## config.mk

```make
export PLATFORM = sky130hd
export DESIGN_NAME = dsts_seq
export DESIGN_NICKNAME = d
export VERILOG_FILES = /design/src/design/dsts_seq.v /design/src/design/dsts_sync.v
export VERILOG_INCLUDE_DIRS = /design/src /design/src/design
export SDC_FILE = /design/constraint.sdc
export NUM_CORES = 2
export LEC_CHECK = 0
export BUFFER_PORTS_ARGS = -buffer_cell sky130_fd_sc_hd__buf_2
export CORE_MARGIN = 8
export CORE_UTILIZATION = 45
export DETAILED_ROUTE_END_ITERATION = 8
export GPL_TIMING_DRIVEN = 0
export MAX_ROUTING_LAYER = met4
export SETUP_SLACK_MARGIN = 0.15
export SYNTH_ARGS = -nofsm -noshare
export SYNTH_HDL_FRONTEND = slang
export SYNTH_SLANG_ARGS = --single-unit
```

## constraint.sdc

```tcl
create_clock -name CLK -period 61.8 [get_ports CLK]
set_input_delay 6.18 -clock CLK [delete_from_list [all_inputs] [get_ports CLK]]
set_output_delay 6.18 -clock CLK [all_outputs]
set_load 0.1 [all_outputs]
```

## src/design/dsts_consts.vh

```
// Constants for the drive self-test sequencer
`ifndef DSTS_CONSTS_VH
`define DSTS_CONSTS_VH
`define DSTS_FC_SHORT 3'h1
`define DSTS_FC_EXT 3'h2
`define DSTS_FC_ABORT 3'h4
`define DSTS_FC_MSB 7
`define DSTS_FC_LSB 5
`define DSTS_RES_PASS 4'h0
`define DSTS_RES_ABORTED 4'h1
`define DSTS_RES_RESET 4'h2
`define DSTS_RES_SEG_FAIL 4'h7
`define DSTS_RES_RUNNING 4'hf
`define DSTS_LOG_DEPTH 20
`define DSTS_SHORT_LIMIT_S 40'd120
`define DSTS_CLK_HZ 40'd125000000
`define DSTS_SHORT_CYCLES (`DSTS_SHORT_LIMIT_S * `DSTS_CLK_HZ)
`define DSTS_EXT_MINUTES 16'h005a
`define DSTS_ENTRY_W 76
`endif

```

## src/design/dsts_seq.v

```verilog
// Drive self-test sequencer with a 20-entry results log
// Functional notes
// - Byte 1 bits 7:5: 001 short, 010 extended
// - Each run: electrical, servo, read/verify segments
// - Short test capped at 120 s, partial scan
// - Short test flags only functional failures
// - Extended: seeks, write check, full scan
// - Extended duration reported on an output
// - New entry at head, older shift down
// - Keep 20 entries, drop the oldest
// - New entry: function code, result Fh, save
// - Finish or abort overwrites entry result
// - Result 4 bits, zero pass, else reason
// - Failure records LBA, key, ASC, ASCQ, FRU
// - Bus or device reset aborts running test
// - Abort code gives result 01
// - Other aborts give result 02
// - Only unrecovered errors count as failures
`timescale 1ns/1ps
`include "dsts_consts.vh"
module dsts_seq #(
  parameter [39:0] SHORT_BUDGET = `DSTS_SHORT_CYCLES
) (
  input wire CLK,
  input wire RST,
  input wire CMD_VALID,
  input wire [7:0] CMD_BYTE1,
  input wire BUS_RESET,
  input wire DEV_RESET,
  input wire SEG_DONE,
  input wire SEG_ERR,
  input wire SEG_RECOVERED,
  input wire [31:0] SEG_LBA,
  input wire [3:0] SEG_KEY,
  input wire [7:0] SEG_ASC,
  input wire [7:0] SEG_ASCQ,
  input wire [7:0] SEG_FRU,
  input wire [4:0] LOG_INDEX,
  output reg [75:0] LOG_ENTRY,
  output reg [4:0] LOG_COUNT,
  output reg BUSY,
  output reg [2:0] SEG_START,
  output reg SCAN_FULL,
  output reg CMD_ACCEPT,
  output reg CMD_ILLEGAL,
  output reg NV_SAVE,
  output reg [15:0] EXT_DURATION
);
  localparam [4:0] ST_IDLE = 5'h01;
  localparam [4:0] ST_ELEC = 5'h02;
  localparam [4:0] ST_SERVO = 5'h04;
  localparam [4:0] ST_SCAN = 5'h08;
  localparam [4:0] ST_END = 5'h10;

  reg [75:0] log_mem [0:`DSTS_LOG_DEPTH-1];
  reg [4:0] state_reg;
  reg [4:0] state_next;
  reg [2:0] fc_reg;
  reg [3:0] res_reg;
  reg [3:0] res_next;
  reg [39:0] timer_reg;
  wire bus_rst_s;
  wire dev_rst_s;
  wire [2:0] fc_in;
  wire is_test;
  wire is_abort;
  wire reset_abort;
  wire host_abort;
  wire seg_fail;
  wire budget_out;
  integer i;

  dsts_sync u_sync_bus (
    .clk(CLK),
    .d(BUS_RESET),
    .q(bus_rst_s)
  );
  dsts_sync u_sync_dev (
    .clk(CLK),
    .d(DEV_RESET),
    .q(dev_rst_s)
  );

  assign fc_in = CMD_BYTE1[`DSTS_FC_MSB:`DSTS_FC_LSB];
  assign is_test = (fc_in == `DSTS_FC_SHORT) || (fc_in == `DSTS_FC_EXT);
  assign is_abort = (fc_in == `DSTS_FC_ABORT);
  assign reset_abort = bus_rst_s | dev_rst_s;
  assign host_abort = CMD_VALID & is_abort & (state_reg != ST_IDLE);
  assign seg_fail = SEG_DONE & SEG_ERR & ~SEG_RECOVERED;
  assign budget_out = (fc_reg == `DSTS_FC_SHORT) && (timer_reg >= SHORT_BUDGET);

  always @* begin
    state_next = state_reg;
    res_next = res_reg;
    case (state_reg)
      ST_IDLE: begin
        if (CMD_VALID && is_test && !reset_abort) begin
          state_next = ST_ELEC;
          res_next = `DSTS_RES_RUNNING;
        end
      end
      ST_ELEC, ST_SERVO, ST_SCAN: begin
        if (reset_abort) begin
          res_next = `DSTS_RES_RESET;
          state_next = ST_END;
        end else if (host_abort) begin
          res_next = `DSTS_RES_ABORTED;
          state_next = ST_END;
        end else if (budget_out) begin
          // Budget exhausted counts as a pass of the portions covered
          res_next = `DSTS_RES_PASS;
          state_next = ST_END;
        end else if (seg_fail) begin
          // only real failures
          // Segment index 0, 1, 2 from the one-hot state gives codes 7, 6, 5
          res_next = `DSTS_RES_SEG_FAIL - {2'b00, state_reg[3], state_reg[2]};
          state_next = ST_END;
        end else if (SEG_DONE) begin
          if (state_reg == ST_ELEC) begin
            state_next = ST_SERVO;
          end else if (state_reg == ST_SERVO) begin
            state_next = ST_SCAN;
          end else begin
            res_next = `DSTS_RES_PASS;
            state_next = ST_END;
          end
        end
      end
      ST_END: begin
        state_next = ST_IDLE;
      end
      default: begin
        state_next = ST_IDLE;
      end
    endcase
  end

  always @(posedge CLK) begin
    if (RST) begin
      state_reg <= ST_IDLE;
      res_reg <= `DSTS_RES_PASS;
      fc_reg <= 3'h0;
      timer_reg <= 40'h0;
      LOG_COUNT <= 5'h00;
      LOG_ENTRY <= 76'h0;
      BUSY <= 1'b0;
      SEG_START <= 3'h0;
      SCAN_FULL <= 1'b0;
      CMD_ACCEPT <= 1'b0;
      CMD_ILLEGAL <= 1'b0;
      NV_SAVE <= 1'b0;
      EXT_DURATION <= 16'h0000;
      for (i = 0; i < `DSTS_LOG_DEPTH; i = i + 1) begin
        log_mem[i] <= 76'h0;
      end
    end else begin
      state_reg <= state_next;
      res_reg <= res_next;
      EXT_DURATION <= `DSTS_EXT_MINUTES;
      LOG_ENTRY <= (LOG_INDEX < `DSTS_LOG_DEPTH) ? log_mem[LOG_INDEX] : 76'h0;
      BUSY <= (state_next != ST_IDLE) && (state_next != ST_END);
      SCAN_FULL <= (fc_reg == `DSTS_FC_EXT);
      SEG_START <= 3'h0;
      NV_SAVE <= 1'b0;
      CMD_ACCEPT <= 1'b0;
      CMD_ILLEGAL <= 1'b0;
      timer_reg <= (state_reg == ST_IDLE) ? 40'h0 : timer_reg + 40'h1;
      if (state_reg == ST_IDLE && CMD_VALID) begin
        // reject unknown codes; abort while idle is accepted harmlessly
        CMD_ILLEGAL <= ~is_test & ~is_abort;
        CMD_ACCEPT <= (is_test & ~reset_abort) | is_abort;
      end else if (CMD_VALID && state_reg != ST_IDLE) begin
        CMD_ACCEPT <= is_abort;
        CMD_ILLEGAL <= ~is_abort;
      end
      if (state_reg == ST_IDLE && state_next == ST_ELEC) begin
        fc_reg <= fc_in;
        SCAN_FULL <= (fc_in == `DSTS_FC_EXT);
        SEG_START <= 3'h1;
        for (i = `DSTS_LOG_DEPTH - 1; i > 0; i = i - 1) begin
          log_mem[i] <= log_mem[i-1];
        end
        log_mem[0] <= {fc_in, 1'b0, `DSTS_RES_RUNNING, 8'h00, 60'h0};
        if (LOG_COUNT != `DSTS_LOG_DEPTH) begin
          LOG_COUNT <= LOG_COUNT + 5'h01;
        end
        NV_SAVE <= 1'b1;
      end
      if (SEG_DONE && state_next == ST_SERVO) begin
        SEG_START <= 3'h2;
      end
      if (SEG_DONE && state_next == ST_SCAN) begin
        SEG_START <= 3'h4;
      end
      if (state_reg != ST_IDLE && state_reg != ST_END && state_next == ST_END) begin
        log_mem[0][71:68] <= res_next;
        if (seg_fail && !reset_abort && !host_abort && !budget_out) begin
          log_mem[0][59:0] <= {SEG_LBA, SEG_KEY, SEG_ASC, SEG_ASCQ, SEG_FRU};
        end
        NV_SAVE <= 1'b1;
      end
    end
  end
endmodule

```

## src/design/dsts_sync.v

```verilog
// Two-flop synchroniser for a single level
`timescale 1ns/1ps
module dsts_sync (
  input wire clk,
  input wire d,
  output reg q
);
  reg meta_reg;
  always @(posedge clk) begin
    meta_reg <= d;
    q <= meta_reg;
  end
endmodule

```

After elaboration in Yosys (flattened, before gate mapping):

Memories as Yosys holds them, arrays and structs flattened. A register that Yosys moved wholly into a read port is not among the register bits.
Index checks and enable logic that the tools add are counted.

* $add $sub $neg: 3
* multiply operators: 0
* div/mod/pow operators: 0
* order comparisons: 2
* equal/unequal tests: 18
* shift-type cells: 0
* multiplexer cells: 62
* bitwise logic cells: 35
* reduce and logical (&&, ||, !) cells: 24

Operators by type and width (count)
* 76-bit two-way mux: 20
* 60-bit two-way mux: 1
* 40-bit by 1-bit adder with 40-bit output (second input constant): 1
* 40-bit by 34-bit greater-or-equal comparator with 1-bit output (second input constant): 1
* 5-bit two-way mux: 8
* 4-bit two-way mux: 9
* 1-bit OR: 24
* 1-bit two-way mux: 19
* 5-bit inequality test (second input constant): 3
* 1-bit logical AND: 14
* 5-bit by 2-bit equality test with 1-bit output (second input constant): 2
* 5-bit by 3-bit equality test with 1-bit output (second input constant): 2
* 5-bit by 4-bit equality test with 1-bit output (second input constant): 2
* 5-bit by 1-bit inequality test with 1-bit output (second input constant): 2
* 5-bit case mux with 2 select lines: 1
* 4-bit case mux with 2 select lines: 1
* 7-bit two-way mux: 1
* 1-bit bitwise AND: 6
* 3-bit by 1-bit equality test with 1-bit output (second input constant): 2
* 3-bit by 2-bit equality test with 1-bit output (second input constant): 2
* 3-bit two-way mux: 2
* 2-bit OR reduction: 3
* 3-bit OR reduction: 2
* 5-bit by 1-bit adder with 5-bit output (second input constant): 1
* 9 further kinds: 15

* register bits: 85
* bits in latches: 0
* RAM bits: 1520
* bits in read-only memories: 0
* input bits: 81
* output and inout bits: 105
* word-level logic and storage cells: 163
* memories: 1

Memory list
* log_mem: words 20, bits a word 76, rd ports 20, clocked after memory_dff 1, write ports 20, line dsts_seq.v:55 `` reg [75:0] log_mem [0:`DSTS_LOG_DEPTH-1]; ``

Depth between registers and ports, before layout:

* depth in word-level cells: 16
* gate-level depth with buffers: 10
* gate-level depth less buffers: 7

By module:

A second synthesis with hierarchy kept.

* cell total of the unflattened synthesis: 3991
* area total of the unflattened synthesis: 64884.7 um2

Modules (own cells, without submodules)
* dsts_seq: instances 1, cells an instance 3987, area each 64804.7 um2, seq. area each 42861.1 um2
* dsts_sync: instances 2, cells an instance 2, area each 40.0 um2, seq. area each 40.0 um2

Worst setup path before layout:

No wires, ideal clock.

* path type: input-to-reg
* start: input port CMD_BYTE1[7]
* end: memory log_mem[0][73] (enable)
* library setup time: 1.608 ns
* arrival: 31.461 ns
* required time: 60.192 ns
* slack: 28.732 ns
* cell stages on the path: 5
* buffers on the path: 0
* cells stage by stage: nor4b_1 -> and2_1 -> nor2b_1 -> nor2_1 -> inv_1

RTL lines
* start: declaration: line dsts_seq.v:27 `input wire [7:0] CMD_BYTE1,`
* end: declaration: line dsts_seq.v:55

==> metrics.md <==
| Metric | Value |
|---|---|
| Largest net degree at the start of global routing | `141` |
| First-pass GRT wire length | `219300 microns` |
| Syn. warnings | `0` |
| Period minus WS final | `9.808 ns` |
| Top cells by area, synth | `edfxtp_1 (63%), mux4_2 (14%), and2_1 (13%), dfxtp_1 (4.2%), mux2i_1 (1.1%)` |
| Util after Layout | `51.41%` |
| Synth cell types | `55` |
| Footprint of the multi-input gates | `19990 sq um` |
| Top post-synthesis cells by count | `edfxtp_1 (1340), and2_1 (1336), mux4_2 (402), clkbuf_1 (140), nor2_1 (139)` |
| Crit-path max FO | `140` |
| Worst Path Required | `62.20 ns` |
| Die W | `393.7 microns` |
| Clk_lat worst skew | `0.78 ns` |
| WL final | `147400 microns` |
| Arr. time, crit path | `10.20 ns` |
| Post-CTS Resized | `0` |
| # rows | `138` |
| Hold Path Sink | `u_sync_bus.q$_DFF_P_` |
| Vias in the first global route | `34122` |
| CTS max path bufs | `3` |
| Most frequent cell after synthesis | `edfxtp_1` |
| Worst vdd ir | `0.02652 mV` |
| Post-route ant nets | `0` |
| Mapped Cells | `3907` |
| Detail Placement HPWL | `99710 microns` |
| Start point of the worst hold path | `u_sync_bus.meta_reg$_DFF_P_` |
| Clk Tree Root Cell | `clkbuf_16` |
| Clk_skew | `0.02397 ns` |
| Sequential element share of the synthesized area | `66.89%` |
| Die area | `155000 sq um` |
| Status | `finished, final reports clean` |
| Hold Buf Count CTS | `0` |
| Worst slew pin tran | `1.418 ns` |
| Hold/Removal Path Class | `reg2reg` |
| Routed len/inst | `23.46 microns` |
| Total number of vias | `34253` |
| Die H | `393.7 microns` |
| Fmax | `102.0 MHz` |
| Final #Nets | `4341` |
| Residual DRC | `0` |
| R2r setup slk | `57.03 ns` |
| Seq cells post-synth | `1475` |
| Clock Sinks | `1475` |
| Synth top area share | `62.68%` |
| Buffers on Ports | `154` |
| Total chip power | `2.229 mW` |
| Async SR Flop Fraction | `0%` |
| Setup ws final | `51.99 ns` |
| Core ar. | `141600 sq um` |
| Final period util | `15.87%` |
| Routability congestion estimate from global placement | `0.8239` |
| Ports | `186` |
| Synth Cell Area | `64200 sq um` |
| Critical path class | `in2reg` |
| Crit path launch type | `primary input` |
| Fill count | `11933` |
| Post-DP Area | `67780 sq um` |
| Final std cell area, no fill | `72800 sq um` |
| Initial antenna violation count | `17` |
| Layout cell share with drive strength beyond 1 | `21.48%` |
| H-tree levels | `4` |
| GRT overflow | `0` |
| Routed vias/inst | `5.453` |
| TritonRoute pass-1 iters | `6` |
| Max-slew violations | `0` |
| Setup tns final | `0 ns` |
| All-Layer GR Usage | `19.18%` |
| CTS tree | `done` |
| Finish-stage setup viols | `0` |
| Pwr Density | `30.61 nW/um^2` |
| RSZ-0062 raised after global routing | `no` |
| Max-cap violations | `0` |
| Area Growth Syn to Fin | `13.40%` |
| Register area | `42940 sq um` |
| Post-Place Worst Slack | `51.16 ns` |
| CTS buffer count | `159` |
| Setup repair bufs after CTS | `0` |
| Synthesized area per cell | `16.43 sq um` |
| R2R depth | `10` |
| Cell taking the most area after synthesis | `edfxtp_1` |
| Final Hold Fails | `0` |
| Leak | `26.81 nW` |
| Reg clk slew, reported paths | `0.05 ns` |
| Max FFs per register | `1340` |
| Crit Reg-Reg Endpoint | `log_mem[19][36]$_SDFFCE_PN0P_` |
| Worst hold stages | `0` |
| Setup crit end kind | `register` |
| Main synth FF type | `edfxtp_1` |
| Initial drt markers | `3530` |
| Number of synthesized flops with an enable pin | `1340` |
| Slew headroom | `5.461%` |
| R2r startpoint | `state_reg[2]$_SDFF_PP0_` |
| Initial Util | `45.34%` |
## report_power, final
group | internal, mW | switching [mW]
Combinational | 0.0567 | 0.100
Sequential | 1.13 | 0.0199
Clock | 0.527 | 0.394
## cell families (layout without fill, tap and decap cells)
family	after synthesis	after routing	synth area share [%]
AOI/OAI and AO/OA	36	36	0.3742
xor gates and xnor gates	43	43	0.5867
adders and majority gates	4	4	0.07796
buffers and inverters	300	758	2.126
DFF	1475	1475	66.89
muxes	470	470	15.16
other	1	27	0.005841
and+or+nand+nor	1578	1578	14.78
## cell type report
| cell class | instances | area share [%] |
|---|---|---|
| repair buffers | 167 | 1.530 |
| clock inverters | 80 | 0.9660 |
| diodes | 5 | 0.01719 |
| clock buffers | 211 | 5.902 |
| well taps | 1890 | 3.248 |
| flip-flops and latches | 1475 | 58.99 |
| multi-input cells | 2153 | 27.46 |
| inverters | 15 | 0.08766 |
| plain buffers | 285 | 1.803 |
## worst max-delay path, cell delays in order
cell     delay [ns]
buf_2          0.12
nor4b_1        0.37
and2_1         0.20
nor2b_1        0.22
nor2_1         0.21
inv_8          0.43
buf_16         0.49
buf_16         0.50
buf_16         0.56
buf_16         0.58
## layer usage
| layer | up-vias | track usage (%) | wire [microns] |
|---|---|---|---|
| li1 | 15138 | - | - |
| met1 | 17801 | 28.04 | 68590 |
| met2 | 1126 | 27.51 | 64910 |
| met3 | 188 | 3.878 | 10430 |
| met4 | 0 | 5.169 | 3447 |
| met5 | - | - | 0 |
## through the flow
step / instances / hold WS [ns]
finish: 6281 / 0.3253
global route: 6278 / 0.3424
CTS: 6276 / 0.3282
detailed placement: 5985 / 0.3150
global placement: 5972 / 0.3117
floorplan: 3928 / 0.3096
## layout by cell type (no fill, tap or decap), drive strengths merged, types with 30 or more instances in the layout
cell type	count
clkinv	63
mux4	402
mux2i	68
nand2	30
edfxtp	1340
clkbuf	412
nor2	140
dfxtp	135
and2	1336
buf	251
## worst max-delay path by stage
stage                            start                       endpoint  slack (ns)  cells past startpoint
after floorplan           CMD_BYTE1[7]   log_mem[0][73]$_SDFFCE_PN0P_       28.73                      5
after global placement    CMD_BYTE1[7]  log_mem[17][38]$_SDFFCE_PN0P_       17.74                      6
after detailed placement  CMD_BYTE1[7]  log_mem[18][37]$_SDFFCE_PN0P_       51.16                     10
after CTS                 CMD_BYTE1[7]  log_mem[18][38]$_SDFFCE_PN0P_       51.99                     10
after global routing      CMD_BYTE1[7]  log_mem[17][36]$_SDFFCE_PN0P_       51.72                     10
final                     CMD_BYTE1[7]  log_mem[19][36]$_SDFFCE_PN0P_       51.99                     10
Power figures use the tool's default switching activity.
